==> src/sbh_pkg.sv <==
/*
  Constants and shared types of the serial boot command handler: command
  and acknowledge codes, address windows, byte counts and flash operations.
  Assumes the byte-level receiver, transmitter and flash controller share
  the core clock with the handler.
*/
package sbh_pkg;

  // Command bytes; sum and product-information codes are free choices
  localparam logic [7:0] BAUD_CODE = 8'h86;
  localparam logic [7:0] CMD_RAM   = 8'h10;
  localparam logic [7:0] CMD_SUM   = 8'h20;
  localparam logic [7:0] CMD_INFO  = 8'h30;
  localparam logic [7:0] CMD_ERASE = 8'h40;
  localparam logic [7:0] ERASE_KEY = 8'h54;
  localparam logic [7:0] CMD_PROG  = 8'h50;
  localparam logic [7:0] CMD_PSET  = 8'h60;

  // Result acknowledges
  localparam logic [7:0] ER_OK     = 8'h4F;
  localparam logic [7:0] ER_BAD    = 8'h4C;
  localparam logic [7:0] ER_END_OK = 8'h5D;
  localparam logic [7:0] ER_END_BAD = 8'h60;
  localparam logic [7:0] PS_OK     = 8'h6F;
  localparam logic [7:0] PS_BAD    = 8'h6C;
  localparam logic [7:0] PD_OK     = 8'h31;
  localparam logic [7:0] PD_BAD    = 8'h34;

  // Low nibbles of error acknowledges
  localparam logic [3:0] NIB_CMD   = 4'h1;
  localparam logic [3:0] NIB_ERASE = 4'h4;
  localparam logic [3:0] NIB_PROT  = 4'h6;
  localparam logic [3:0] NIB_RX    = 4'h8;

  // Flash and RAM windows
  localparam logic [31:0] PW_BASE   = 32'h0004FEF4;
  localparam logic [31:0] INFO_BASE = 32'h0004FEF0;
  localparam logic [31:0] ROM_LO    = 32'h00010000;
  localparam logic [31:0] ROM_HI    = 32'h0004FFFF;
  localparam logic [31:0] RAM_LO    = 32'h00001000;
  localparam logic [31:0] RAM_HI    = 32'h00004DFF;
  localparam logic [15:0] LEN_MAX   = 16'h0400;
  localparam int          FLASH_BYTES = 262144;

  // Byte counter width and last indices of fixed-length fields
  localparam int          CNT_W     = 18;
  localparam logic [17:0] PW_LAST   = 18'h0000B;
  localparam logic [17:0] ADDR_LAST = 18'h00003;
  localparam logic [17:0] HDR_LAST  = 18'h00005;
  localparam logic [17:0] INFO_LAST = 18'h00003;

  // Operations requested from the flash controller
  typedef enum logic [1:0] {FL_RD, FL_WR, FL_ERASE, FL_PROT} sbh_fl_op_type;

endpackage

==> src/sbh_txbuf.sv <==
/*
  Two-entry buffer in the acknowledge path: a head register that drives
  the outputs and one skid entry. Assumes both sides run on core_clk.
*/
`timescale 1ns/1ps
module sbh_txbuf #(
  parameter int W = 8
) (
  input  wire logic         core_clk,
  input  wire logic         rst_n,
  input  wire logic         in_valid,
  input  wire logic [W-1:0] in_data,
  output logic              in_ready,
  output logic              out_valid,
  output logic [W-1:0]      out_data,
  input  wire logic         out_ready
);

  typedef struct packed {
    logic         hv;
    logic [W-1:0] hd;
    logic         sv;
    logic [W-1:0] sd;
  } sbh_buf_type;

  sbh_buf_type s_ff;
  sbh_buf_type nxt_s;
  logic        acc;
  logic        pop;

  // Skid full means the source must stall: ready comes from that flop
  assign acc       = in_valid && !s_ff.sv;
  assign pop       = s_ff.hv && out_ready;
  assign in_ready  = !s_ff.sv;
  assign out_valid = s_ff.hv;
  assign out_data  = s_ff.hd;

  // Head refills from the skid entry first to keep byte order
  always_comb begin
    nxt_s = s_ff;
    if (!s_ff.hv || pop) begin
      if (s_ff.sv) begin
        nxt_s.hd = s_ff.sd;
        nxt_s.hv = 1'b1;
        nxt_s.sv = 1'b0;
      end else begin
        nxt_s.hv = acc;
        nxt_s.hd = in_data;
      end
    end else if (acc) begin
      nxt_s.sv = 1'b1;
      nxt_s.sd = in_data;
    end
  end

  always_ff @(posedge core_clk or negedge rst_n) begin
    if (!rst_n) begin
      s_ff <= '0;
    end else begin
      s_ff <= nxt_s;
    end
  end

endmodule

==> src/sbh_handler.sv <==
/*
  Serial boot command handler: byte-level command interpreter between the
  serial receiver/transmitter and the flash controller and internal RAM.
  Assumes a receiver on core_clk handing over whole bytes with an error
  flag, a flash controller answering each request with a one-cycle ack,
  and protection status levels from the flash option logic.
*/
//
// Contract
// - After reset in serial boot mode, run the handler and serve controller commands.
// - Echo 86H for the baud byte if rate reachable; otherwise stop silently.
// - After any error acknowledge, wait for a new operation command byte.
// - Refuse program command until chip erase 40H has completed this session.
// - Abort program command while read or write protection is active.
// - Echo 60H for protect-set; unknown command gets x1H, receive error x8H.
// - Password checksum acknowledge: 60H good, 61H checksum/password error, 68H receive error.
// - After good password, report protect-set result: 6FH success, 6CH failure.
// - Refuse protect-set when the supplied password mismatches the stored one.
// - Protect-set enables both read and write protection.
// - Read protection blocks flash reads, write protection blocks flash writes; sum and product-information reads here ignore prot_rd.
// - RAM transfer stores bytes into internal RAM, limited to 15.8 Kbytes; the code's window 1000H..4DFFH holds 15.5 Kbytes.
// - After RAM transfer, execute from the controller-given RAM start address.
// - No RAM transfer under protection or on password failure.
// - Sum command adds all 256 Kbytes of flash and returns the result.
// - Product-information read returns flash bytes 04FEF0H through 04FEF3H.
// - Chip erase erases every sector and clears any protection.
// - Chip erase needs no password check.
// - Compare 12 password bytes in order with flash 04FEF4H..04FEFFH.
// - Error acknowledge upper nibble repeats last received command's upper nibble; the fixed failure codes 34H (protect-set) and 60H (erase) do not.
`timescale 1ns/1ps
module sbh_handler
  import sbh_pkg::*;
#(
  parameter int FLASH_SIZE = sbh_pkg::FLASH_BYTES
) (
  input  wire logic                   core_clk,
  input  wire logic                   rst_n,
  input  wire logic                   rx_valid,
  input  wire logic [7:0]             rx_data,
  input  wire logic                   rx_err,
  output logic                        rx_ready,
  input  wire logic                   baud_ok,
  input  wire logic                   prot_rd,
  input  wire logic                   prot_wr,
  output logic                        tx_valid,
  output logic [7:0]                  tx_data,
  input  wire logic                   tx_ready,
  output logic                        fl_req,
  output sbh_pkg::sbh_fl_op_type      fl_op,
  output logic [31:0]                 fl_addr,
  output logic [7:0]                  fl_wdata,
  input  wire logic                   fl_ack,
  input  wire logic                   fl_fail,
  input  wire logic [7:0]             fl_rdata,
  output logic                        ram_we,
  output logic [31:0]                 ram_addr,
  output logic [7:0]                  ram_wdata,
  output logic                        exec_start,
  output logic [31:0]                 exec_addr,
  output logic                        erased
);

  typedef enum logic [4:0] {
    S_BAUD, S_STOP, S_CMD, S_SEND, S_PW, S_PWRD, S_PWCS, S_PROT, S_PDONE,
    S_HDR, S_HDRCS, S_DATA, S_WR, S_DCS, S_EXEC, S_ERKEY, S_ERASE, S_EDONE,
    S_SUM, S_SUMRD, S_SUMLO, S_INFO, S_INFORD
  } sbh_state_type;

  typedef struct packed {
    logic          vld;
    logic [7:0]    ack;
    logic          err;
    sbh_state_type after;
  } sbh_send_type;

  typedef struct packed {
    sbh_state_type  st;
    sbh_state_type  after;
    logic [7:0]     ack;
    logic           err;
    logic [3:0]     hi;
    logic [7:0]     cmd;
    logic           erased;
    logic           pw_bad;
    logic           bad;
    logic           fail;
    logic [7:0]     sum;
    logic [CNT_W-1:0] cnt;
    logic [31:0]    addr;
    logic [31:0]    base;
    logic [15:0]    len;
    logic [15:0]    acc;
    logic           tx_v;
    logic [7:0]     tx_d;
    logic           rx_rdy;
    logic           fl_req;
    sbh_fl_op_type  fl_op;
    logic [31:0]    fl_addr;
    logic [7:0]     fl_wd;
    logic           ram_we;
    logic [31:0]    ram_addr;
    logic [7:0]     ram_wd;
    logic           exec;
    logic [31:0]    exec_addr;
  } sbh_st_type;

  sbh_st_type   s_ff;
  sbh_st_type   nxt_s;
  sbh_send_type req;
  logic         take;
  logic         tx_in_rdy;
  logic         prot;
  logic [31:0]  last_addr;
  logic         hdr_ok;

  function automatic sbh_send_type mk(input logic [7:0] a, input logic e, input sbh_state_type nx);
    return '{vld: 1'b1, ack: a, err: e, after: nx};
  endfunction

  assign take      = rx_valid && s_ff.rx_rdy;
  assign prot      = prot_rd || prot_wr;
  assign last_addr = s_ff.addr + {16'h0000, s_ff.len} - 32'h00000001;

  // Window checks for the header; the controller owes these, we still guard
  always_comb begin
    if (s_ff.cmd == CMD_RAM) begin
      hdr_ok = (s_ff.len != 16'h0000) && (s_ff.addr >= RAM_LO) && (last_addr <= RAM_HI);
    end else begin
      hdr_ok = !s_ff.addr[0] && (s_ff.addr >= ROM_LO) && (last_addr <= ROM_HI)
               && (s_ff.len != 16'h0000) && (s_ff.len <= LEN_MAX);
    end
  end

  // One walk through the command sequence per received or answered byte
  always_comb begin
    nxt_s        = s_ff;
    req          = '0;
    nxt_s.exec   = 1'b0;
    nxt_s.ram_we = 1'b0;
    if (s_ff.tx_v && tx_in_rdy) begin
      nxt_s.tx_v = 1'b0;
    end
    if (fl_ack) begin
      nxt_s.fl_req = 1'b0;
    end
    unique case (s_ff.st)
      S_BAUD: if (take) begin
        if (rx_data == BAUD_CODE && !rx_err && baud_ok) begin
          req = mk(BAUD_CODE, 1'b0, S_CMD);
        end else begin
          nxt_s.st = S_STOP;
        end
      end
      S_STOP: nxt_s.st = S_STOP;
      // Acknowledge leaves only once the buffer has room; later bytes queue
      S_SEND: if (!s_ff.tx_v) begin
        nxt_s.tx_v = 1'b1;
        nxt_s.tx_d = s_ff.ack;
        nxt_s.st   = s_ff.after;
      end
      S_CMD: if (take) begin
        nxt_s.cnt    = '0;
        nxt_s.sum    = 8'h00;
        nxt_s.bad    = 1'b0;
        nxt_s.pw_bad = 1'b0;
        nxt_s.fail   = 1'b0;
        if (rx_err) begin
          req = mk({s_ff.hi, NIB_RX}, 1'b1, S_CMD);
        end else begin
          nxt_s.hi  = rx_data[7:4];
          nxt_s.cmd = rx_data;
          if (rx_data == CMD_RAM) begin
            req = prot ? mk({rx_data[7:4], NIB_PROT}, 1'b1, S_CMD) : mk(rx_data, 1'b0, S_PW);
          end else if (rx_data == CMD_PROG) begin
            if (!s_ff.erased) begin
              req = mk({rx_data[7:4], NIB_ERASE}, 1'b1, S_CMD);
            end else if (prot) begin
              req = mk({rx_data[7:4], NIB_PROT}, 1'b1, S_CMD);
            end else begin
              req = mk(rx_data, 1'b0, S_HDR);
            end
          end else if (rx_data == CMD_PSET) begin
            req = mk(rx_data, 1'b0, S_PW);
          end else if (rx_data == CMD_ERASE) begin
            req = mk(rx_data, 1'b0, S_ERKEY);
          end else if (rx_data == CMD_SUM) begin
            nxt_s.addr = ROM_LO;
            nxt_s.acc  = 16'h0000;
            req        = mk(rx_data, 1'b0, S_SUM);
          end else if (rx_data == CMD_INFO) begin
            nxt_s.addr = INFO_BASE;
            req        = mk(rx_data, 1'b0, S_INFO);
          end else begin
            req = mk({rx_data[7:4], NIB_CMD}, 1'b1, S_CMD);
          end
        end
      end
      // Each password byte is held while its stored counterpart is fetched
      S_PW: if (take) begin
        nxt_s.sum     = s_ff.sum + rx_data;
        nxt_s.bad     = s_ff.bad || rx_err;
        nxt_s.fl_req  = 1'b1;
        nxt_s.fl_op   = FL_RD;
        nxt_s.fl_addr = PW_BASE + 32'(s_ff.cnt);
        nxt_s.fl_wd   = rx_data;
        nxt_s.st      = S_PWRD;
      end
      S_PWRD: if (fl_ack) begin
        nxt_s.pw_bad = s_ff.pw_bad || (fl_rdata != s_ff.fl_wd);
        nxt_s.cnt    = s_ff.cnt + 18'h00001;
        nxt_s.st     = (s_ff.cnt == PW_LAST) ? S_PWCS : S_PW;
      end
      // Receive error outranks checksum, checksum outranks password
      S_PWCS: if (take) begin
        nxt_s.cnt = '0;
        nxt_s.sum = 8'h00;
        nxt_s.bad = 1'b0;
        if (s_ff.bad || rx_err) begin
          req = mk({s_ff.hi, NIB_RX}, 1'b1, S_CMD);
        end else if (8'(s_ff.sum + rx_data) != 8'h00) begin
          req = mk({s_ff.hi, NIB_CMD}, 1'b1, S_CMD);
        end else if (s_ff.pw_bad) begin
          req = mk({s_ff.hi, NIB_CMD}, 1'b1, S_CMD);
        end else if (s_ff.cmd == CMD_RAM) begin
          req = mk(s_ff.cmd, 1'b0, S_HDR);
        end else begin
          req = mk(s_ff.cmd, 1'b0, S_PROT);
        end
      end
      // Request waits for the echo to leave, so a fast ack is never missed in S_SEND
      S_PROT: if (s_ff.cnt == '0) begin
        nxt_s.fl_req = 1'b1;
        nxt_s.fl_op  = FL_PROT;
        nxt_s.cnt    = 18'h00001;
      end else if (fl_ack) begin
        nxt_s.fail = fl_fail;
        req        = mk(fl_fail ? PS_BAD : PS_OK, 1'b0, S_PDONE);
      end
      S_PDONE: req = mk(s_ff.fail ? PD_BAD : PD_OK, s_ff.fail, S_CMD);
      // Four address bytes then two count bytes, most significant first
      S_HDR: if (take) begin
        nxt_s.sum = s_ff.sum + rx_data;
        nxt_s.bad = s_ff.bad || rx_err;
        nxt_s.cnt = s_ff.cnt + 18'h00001;
        if (s_ff.cnt <= ADDR_LAST) begin
          nxt_s.addr = {s_ff.addr[23:0], rx_data};
        end else begin
          nxt_s.len = {s_ff.len[7:0], rx_data};
        end
        if (s_ff.cnt == HDR_LAST) begin
          nxt_s.st = S_HDRCS;
        end
      end
      S_HDRCS: if (take) begin
        nxt_s.cnt  = '0;
        nxt_s.sum  = 8'h00;
        nxt_s.bad  = 1'b0;
        nxt_s.base = s_ff.addr;
        if (s_ff.bad || rx_err) begin
          req = mk({s_ff.hi, NIB_RX}, 1'b1, S_CMD);
        end else if (8'(s_ff.sum + rx_data) != 8'h00 || !hdr_ok) begin
          req = mk({s_ff.hi, NIB_CMD}, 1'b1, S_CMD);
        end else begin
          req = mk(s_ff.cmd, 1'b0, S_DATA);
        end
      end
      S_DATA: if (take) begin
        nxt_s.sum = s_ff.sum + rx_data;
        nxt_s.bad = s_ff.bad || rx_err;
        if (s_ff.cmd == CMD_RAM) begin
          nxt_s.ram_we   = 1'b1;
          nxt_s.ram_addr = s_ff.addr;
          nxt_s.ram_wd   = rx_data;
          nxt_s.addr     = s_ff.addr + 32'h00000001;
          nxt_s.cnt      = s_ff.cnt + 18'h00001;
          if (s_ff.cnt == {2'b00, s_ff.len} - 18'h00001) begin
            nxt_s.st = S_DCS;
          end
        end else begin
          nxt_s.fl_req  = 1'b1;
          nxt_s.fl_op   = FL_WR;
          nxt_s.fl_addr = s_ff.addr;
          nxt_s.fl_wd   = rx_data;
          nxt_s.st      = S_WR;
        end
      end
      S_WR: if (fl_ack) begin
        nxt_s.fail = s_ff.fail || fl_fail;
        nxt_s.addr = s_ff.addr + 32'h00000001;
        nxt_s.cnt  = s_ff.cnt + 18'h00001;
        nxt_s.st   = (s_ff.cnt == {2'b00, s_ff.len} - 18'h00001) ? S_DCS : S_DATA;
      end
      S_DCS: if (take) begin
        if (s_ff.bad || rx_err) begin
          req = mk({s_ff.hi, NIB_RX}, 1'b1, S_CMD);
        end else if (8'(s_ff.sum + rx_data) != 8'h00 || s_ff.fail) begin
          req = mk({s_ff.hi, NIB_CMD}, 1'b1, S_CMD);
        end else begin
          req = mk(s_ff.cmd, 1'b0, (s_ff.cmd == CMD_RAM) ? S_EXEC : S_CMD);
        end
      end
      // Control passes to the loaded program; the handler goes quiet
      S_EXEC: begin
        nxt_s.exec      = 1'b1;
        nxt_s.exec_addr = s_ff.base;
        nxt_s.st        = S_STOP;
      end
      S_ERKEY: if (take) begin
        if (rx_err) begin
          req = mk({s_ff.hi, NIB_RX}, 1'b1, S_CMD);
        end else if (rx_data != ERASE_KEY) begin
          req = mk({s_ff.hi, NIB_CMD}, 1'b1, S_CMD);
        end else begin
          req = mk(ERASE_KEY, 1'b0, S_ERASE);
        end
      end
      // Count is zero from the command byte: first cycle raises the request
      S_ERASE: if (s_ff.cnt == '0) begin
        nxt_s.fl_req = 1'b1;
        nxt_s.fl_op  = FL_ERASE;
        nxt_s.cnt    = 18'h00001;
      end else if (fl_ack) begin
        nxt_s.fail   = fl_fail;
        nxt_s.erased = s_ff.erased || !fl_fail;
        req          = mk(fl_fail ? ER_BAD : ER_OK, 1'b0, S_EDONE);
      end
      S_EDONE: req = mk(s_ff.fail ? ER_END_BAD : ER_END_OK, s_ff.fail, S_CMD);
      // Whole-array sum, one read per byte; long but keeps the port simple
      S_SUM: begin
        nxt_s.fl_req  = 1'b1;
        nxt_s.fl_op   = FL_RD;
        nxt_s.fl_addr = s_ff.addr;
        nxt_s.st      = S_SUMRD;
      end
      S_SUMRD: if (fl_ack) begin
        nxt_s.acc  = s_ff.acc + {8'h00, fl_rdata};
        nxt_s.addr = s_ff.addr + 32'h00000001;
        nxt_s.cnt  = s_ff.cnt + 18'h00001;
        if (s_ff.cnt == CNT_W'(FLASH_SIZE - 1)) begin
          req = mk(8'(({8'h00, fl_rdata} + s_ff.acc) >> 8), 1'b0, S_SUMLO);
        end else begin
          nxt_s.st = S_SUM;
        end
      end
      S_SUMLO: req = mk(s_ff.acc[7:0], 1'b0, S_CMD);
      S_INFO: begin
        nxt_s.fl_req  = 1'b1;
        nxt_s.fl_op   = FL_RD;
        nxt_s.fl_addr = s_ff.addr;
        nxt_s.st      = S_INFORD;
      end
      S_INFORD: if (fl_ack) begin
        nxt_s.addr = s_ff.addr + 32'h00000001;
        nxt_s.cnt  = s_ff.cnt + 18'h00001;
        req        = mk(fl_rdata, 1'b0, (s_ff.cnt == INFO_LAST) ? S_CMD : S_INFO);
      end
    endcase
    if (req.vld) begin
      nxt_s.ack   = req.ack;
      nxt_s.err   = req.err;
      nxt_s.after = req.after;
      nxt_s.st    = S_SEND;
    end
    nxt_s.rx_rdy = nxt_s.st inside {S_BAUD, S_CMD, S_PW, S_PWCS, S_HDR, S_HDRCS, S_DATA, S_DCS, S_ERKEY};
  end

  // Reset lands in baud detection: the handler is live from the start
  always_ff @(posedge core_clk or negedge rst_n) begin
    if (!rst_n) begin
      s_ff <= '0;
    end else begin
      s_ff <= nxt_s;
    end
  end

  sbh_txbuf #(.W(8)) u_txbuf (
    .core_clk  (core_clk),
    .rst_n     (rst_n),
    .in_valid  (s_ff.tx_v),
    .in_data   (s_ff.tx_d),
    .in_ready  (tx_in_rdy),
    .out_valid (tx_valid),
    .out_data  (tx_data),
    .out_ready (tx_ready)
  );

  assign rx_ready   = s_ff.rx_rdy;
  assign fl_req     = s_ff.fl_req;
  assign fl_op      = s_ff.fl_op;
  assign fl_addr    = s_ff.fl_addr;
  assign fl_wdata   = s_ff.fl_wd;
  assign ram_we     = s_ff.ram_we;
  assign ram_addr   = s_ff.ram_addr;
  assign ram_wdata  = s_ff.ram_wd;
  assign exec_start = s_ff.exec;
  assign exec_addr  = s_ff.exec_addr;
  assign erased     = s_ff.erased;
endmodule

==> config.mk <==
export PLATFORM = sky130hd
export DESIGN_NAME = sbh_handler
export DESIGN_NICKNAME = d
export VERILOG_FILES = /design/src/sbh_pkg.sv /design/src/sbh_txbuf.sv /design/src/sbh_handler.sv
export SDC_FILE = /design/constraint.sdc
export NUM_CORES = 1
export LEC_CHECK = 0
export BUFFER_PORTS_ARGS = -buffer_cell sky130_fd_sc_hd__buf_2
export CORE_MARGIN = 3
export CORE_UTILIZATION = 60
export DETAILED_ROUTE_END_ITERATION = 7
export PLACE_DENSITY = 0.88
export SLEW_MARGIN = 20
export SYNTH_ARGS = -nofsm -noshare
export SYNTH_HDL_FRONTEND = slang
export SYNTH_SLANG_ARGS = --single-unit
==> constraint.sdc <==
create_clock -name core_clk -period 8.75 [get_ports core_clk]
set_clock_uncertainty 0.2 [all_clocks]
set_input_delay 0.4375 -clock core_clk [delete_from_list [all_inputs] [get_ports core_clk]]
set_output_delay 0.4375 -clock core_clk [all_outputs]
set_load 0.005 [all_outputs]
Word-level counts from Yosys, hierarchy flattened
Cells that the tools add are included.

Bits in registers: 302. Bits in latches: 0. Bits in writable memories: 0. Memory bits (read-only): 0. Bits of input ports: 26. Output and inout bits: 128. Logic and storage cells: 301. Memories kept: 0.

Add/subtract/negate cells: 8. Multiply operators: 0. Divide/modulo/power cells: 0. Magnitude comparators: 6. Equal/unequal tests: 70. Shift-type cells: 0. Mux-type cells: 115. Bitwise gates (word level): 5. Reductions and logical operators: 65.

Operator list (count): $mux W32 (8); $mux W15 (17); $pmux W15 S13 (1); $mux W16 (8); $pmux W32 S4 (1); $pmux W18 S7 (1); $mux W58 (2); $mux W50 (2); $mux W14 (7); $pmux W32 S3 (1); $mux W10 (9); $mux W43 (2); $mux W84 (1); $mux W41 (2); $mux W5 (14); $eq A5 B4 Y1 const B (13); $mux W61 (1); $pmux W5 S11 (1); $pmux W8 S5 (1); $ne A2 B2 Y1 const B (19); $mux W18 (2); $mux W9 (4); $eq A5 B5 Y1 const B (7); $mux W33 (1); 66 further kinds (144).

Logic depth before layout (Yosys ltp)
Depth after elaboration: 16. Mapped depth: 16. Depth with buffers taken out: 15.

Cells and area by module
From an unflattened synthesis, not the netlist that was laid out.

Cells, all modules: 2218. Area, all modules: 19281.0 µm².

Modules (own cells, without submodules): sbh_handler (instances 1, cells each 2159, area each 18371.4 µm², sequential area each 6981.7 µm²); sbh_txbuf (instances 1, cells each 59, area each 909.6 µm², sequential area each 450.4 µm²).

Worst setup path after synthesis
No wires, ideal clock.

Path kind: register to register. Start point: register s_ff[203] in the netlist's numbering. End point: register s_ff[266] in the netlist's numbering. Library setup time: 120 ps. Arrival: 3323 ps. Required time: 8430 ps. Setup slack: 5107 ps. Cell stages (with the launch flop): 16. Buffers on the path: 2. Clock period less this slack: 3643 ps. Cells stage by stage: dfrtp_1 clkbuf_1 inv_1 ha_1 inv_1 ha_1 clkbuf_1 nand2_1 a211o_1 a31o_1 a21o_1 and3b_2 a2111o_1 nor4_4 nand4_1 o211a_1.

Longest elaborated chain between the ends: 13. Elaborated cells on any way between the ends: 19. Those cells by class: add/sub (2); order compare (4); mux (5); reduce/logical (8).

Ends and longest elaborated chain: start, declared (RTL line sbh_handler.sv:107) `sbh_st_type s_ff;`; start signal, assigned (RTL line sbh_handler.sv:372) `s_ff <= nxt_s;`; $add A32 B16 Y32 (RTL line sbh_handler.sv:122) `assign last_addr = s_ff.addr + {16'h0000, s_ff.len} - 32'h00000001;`; $sub A32 B1 Y32 (RTL line sbh_handler.sv:122); $le A32 B19 Y1 (RTL line sbh_handler.sv:129) `hdr_ok = !s_ff.addr[0] && (s_ff.addr >= ROM_LO) && (last_addr <= ROM_HI)`; $logic_and A1 B1 Y1 (RTL line sbh_handler.sv:129); $logic_and A1 B1 Y1 (2 in a row) (RTL line sbh_handler.sv:130) `&& (s_ff.len != 16'h0000) && (s_ff.len <= LEN_MAX);`; $mux W1 * (RTL line sbh_handler.sv:126) `if (s_ff.cmd == CMD_RAM) begin`; $logic_not A1 Y1 * (RTL line sbh_handler.sv:261) `end else if (8'(s_ff.sum + rx_data) != 8'h00 || !hdr_ok) begin`; $logic_or A1 B1 Y1 * (RTL line sbh_handler.sv:261); $mux W14 * (RTL line sbh_handler.sv:261); $mux W15 * (RTL line sbh_handler.sv:259) `if (s_ff.bad || rx_err) begin`; $mux W15 * (RTL line sbh_handler.sv:254) `S_HDRCS: if (take) begin`; $pmux W15 S13 * (RTL line sbh_handler.sv:146) `unique case (s_ff.st)`.

Every way passes the cells marked *; elsewhere a longest branch is shown, timed or not. A chain may end at the register's enable or synchronous reset.

Worst setup path in the final report
Start point: register s_ff[193] in the netlist's numbering. End point: register s_ff[277] in the netlist's numbering.

Same word-level chain as after synthesis.

==> summary.txt <==
Floorplanning
  – Placeable Area: 0.0318 sq mm
  – Initial core utilization: 0.614
  – Die Area: 0.0347 sq mm
  – I/O pin total: 154
  – Die extent in x: 186 um
  – Site Rows: 65
  – Die height: 186 um

Route
  – Metal-1 WL: 24400 um
  – Drt first pass iters: 5
  – Post-DRT Antenna Nets: 0
  – Iteration-0 DRC count of the detailed router: 1776
  – DR WL met3: 5930 um
  – Final WL: 62500 um
  – Highest Signal Layer: met4
  – Residual DRC count: 0
  – Routed vias: 17178
  – Routed length per placed instance: 24.0 um
  – Post-DR vias/cell: 6.59
  – Routed met2 length: 28000 um

Timing
  – Post-route minimum period: 4.52 ns
  – Final period utilization: 0.516
  – Setup violators final: 0
  – Max-slew violations: 0
  – Worst slew pin tran: 1.18 ns
  – Final setup TNS: 0 ns
  – PnR worst setup slack: 4.23 ns
  – RSZ-0062 raised after global routing: false
  – Final hold viol count: 0
  – Slew headroom: 0.209
  – Max Fclk: 221 MHz

Critical path
  – Startpoint types: register
  – Critical Path AT: 4.76 ns
  – Worst path depth: 13
  – CP delay by family, top: simple AND/OR/NAND/NOR gates
  – RR Endpoint: s_ff[277]
  – Reg-to-reg slack, setup: 4.23 ns
  – WP buf/inv: 2
  – Crit-path max FO: 11
  – Req. time, crit path: 8.99 ns
  – CP Cell Sequence: inv_1 > ha_1 > inv_1 > ha_1 > a211oi_1 > nor3_1 > nor3_1 > a2111oi_1 > nor4_1 > o31ai_2 > nor4_4 > nand3_2 > a21oi_1
  – Nature of the critical path endpoint: register
  – Critical path endpoint: s_ff[277]
  – Worst R2R Start: s_ff[193]
  – Critical Path Slowest Stage Cell: nor3_1
  – Slowest stage delay, CP: 0.79 ns
  – Critical path start-end classification: reg -> reg
  – Reg2Reg Depth: 13
  – CP Launch Point: s_ff[193]

Synthesis
  – Post-synthesis cell type count: 96
  – Mapped Area: 0.0195 sq mm
  – Ys async rst share: 1.00
  – Synth Net Count: 2307
  – Sequential element share of the synthesized area: 0.381
  – Ys flop type: dfrtp_1
  – EDFF count, synth: 0
  – Post-Syn Instances: 2182
  – Yosys warnings: 0
  – Mean Syn Cell Area: 8.94 sq um
  – Yosys reg bits: 297

Clock tree
  – Clock Latency Late Sink: 0.53 ns
  – CTS Buffer Depth: 3
  – H-tree levels: 2
  – CTS Buf Count: 35
  – Post-cts resize count: 0
  – CTS tree: built
  – Cts hold-fix bufs: 2
  – Buffer count from post-CTS setup fixing: 0
  – Clk sinks: 297
  – CTS clk-pin slew, worst paths: 0.06 ns
  – Clock tree root driver cell: clkbuf_16

Cells and area
  – Share of layout cells above drive strength 1: 0.171
  – Reg area: 0.00743 sq mm
  – Ant diodes: 0
  – Layout area overhead: 6.88%
  – Area of the multi-input gates: 0.0103 sq mm
  – Fillers: 2555
  – Finished Cell Area: 0.0209 sq mm
  – Final nets: 2270

Global routing
  – Initial antenna violation count: 1
  – Number of global-route vias before repair: 16617
  – GRT overflow: 0
  – Total Routing Usage GR: 0.350
  – First-pass GRT wire length: 96600 um
  – Largest net degree at the start of global routing: 88

Hold path
  – Hold Path Depth: 3
  – Worst min path class: in -> reg

Place
  – Worst slack at placement: 4.43 ns
  – Area of placed instances: 0.0196 sq mm
  – Final HPWL DP: 45700 um
  – Port bufs: 153
  – GP Congestion: 1.02

Flow run
  – Max cap viols: 0

Power and ir drop
  – Total power draw: 7160 uW
  – Leak Pwr: 0.00980 uW
  – Worst vdd ir: 0.190 mV
  – Power per cell area: 343 mW/mm^2

Status
  – Run status: finished, final reports clean
==> state kept, by name, summed over array words and instances, names as in the netlist <==
name,cells
erased,1
ram_wdata,8
exec_start,1
exec_addr,32
u_txbuf.out_data,8
ram_we,1
fl_op,2
rx_ready,1
s_ff,160
ram_addr,32
u_txbuf.out_valid,1
u_txbuf.s_ff,9
fl_req,1
fl_wdata,8
fl_addr,32
==> worst min-delay path, cell delays in order <==
cell,delay (ns)
buf_2,0.08
nor2b_2,0.12
o21a_1,0.14
==> cell families (layout without fill, tap and decap cells) <==
family / after synthesis / in the layout / synth area share
buffers and inverters: 359 / 347 / 0.0947
adder cells (fa/ha/maj): 99 / 99 / 0.0646
AO/OA/AOI/OAI: 524 / 524 / 0.175
flip-flops: 297 / 297 / 0.381
multiplexers: 110 / 110 / 0.0628
XOR/XNOR: 90 / 90 / 0.0404
AND/OR/NAND/NOR: 703 / 703 / 0.182
==> layout by cell type (no fill, tap or decap), types with 20 or more instances in the layout <==
cell type  netlist  final
inv_1          113    113
buf_2            2    152
a31oi_1         30     30
xnor2_1         46     46
nand3_1         44     44
nand4_1         35     35
ha_1            96     96
o21ai_0        136    136
clkbuf_16        0     37
nor2b_1         22     21
dfrtp_1        297    297
a221oi_1        29     29
o21ai_1         34     32
xor2_1          44     44
a22o_1          20     20
nand2b_1        24     24
nor3_1          54     52
nor4_1          28     28
nand2_1        209    208
mux2_2          99     99
nor2_1         167    167
a21oi_1         99     99
==> area by class of cell <==
| type | instances | share of cell area |
|---|---|---|
| sequential | 297 | 0.356 |
| multi-input combinational | 1526 | 0.493 |
| clock inverter | 14 | 0.0113 |
| inverter | 116 | 0.0209 |
| clock buffer | 48 | 0.0493 |
| tap | 435 | 0.0261 |
| timing repair buffer | 169 | 0.0432 |
==> cells in the mapped netlist, types with 22 or more instances <==
cell | instances | area (sq um)
o21ai_1 | 34 | 170
ha_1 | 96 | 1200
nand4_1 | 35 | 219
dfrtp_1 | 297 | 7430
xnor2_1 | 46 | 403
nand2_1 | 209 | 785
nor4_1 | 28 | 175
clkbuf_1 | 104 | 390
nor2b_1 | 22 | 138
inv_1 | 113 | 424
a21oi_1 | 99 | 495
nor3_1 | 54 | 270
nor2_1 | 167 | 627
a221oi_1 | 29 | 254
buf_4 | 123 | 923
nand3_1 | 44 | 220
o21ai_0 | 136 | 681
a31oi_1 | 30 | 188
nand2b_1 | 24 | 150
mux2_2 | 99 | 1110
xor2_1 | 44 | 385
==> power by group <==
group          switching (uW)  internal [uW]
sequential                437           1710
combinational            2120           1310
clock                     594           1000
total                    3150           4010
==> layer usage <==
layer,global-route usage,vias up
met5,0,-
met4,0.197,0
met3,0.0693,249
met2,0.556,1030
met1,0.450,8318
li1,-,7581
==> how the worst min path moves through the flow <==
| stage | startpoint | endpoint | slack, ns |
|---|---|---|---|
| after floorplan | rst_n | erased | -0.06 |
| after global placement | ram_addr[25] | ram_addr[25] | 0.26 |
| after detailed placement | ram_wdata[6] | ram_wdata[6] | 0.26 |
| after CTS | rx_data[3] | ram_wdata[3] | 0.13 |
| after global routing | tx_ready | u_txbuf.s_ff[8] | 0.12 |
| final | tx_ready | u_txbuf.s_ff[8] | 0.09 |
==> stage by stage <==
step           cells  utilization  hold WS [ns]
3_5_place_dp    2541        0.615         0.261
4_1_cts         2605        0.655         0.135
5_1_grt         2605        0.656         0.123
3_3_place_gp    2541        0.615         0.255
2_1_floorplan   2182            -       -0.0581
6_report        2605        0.656        0.0906
Note: power is estimated with default switching activity, not from simulation.
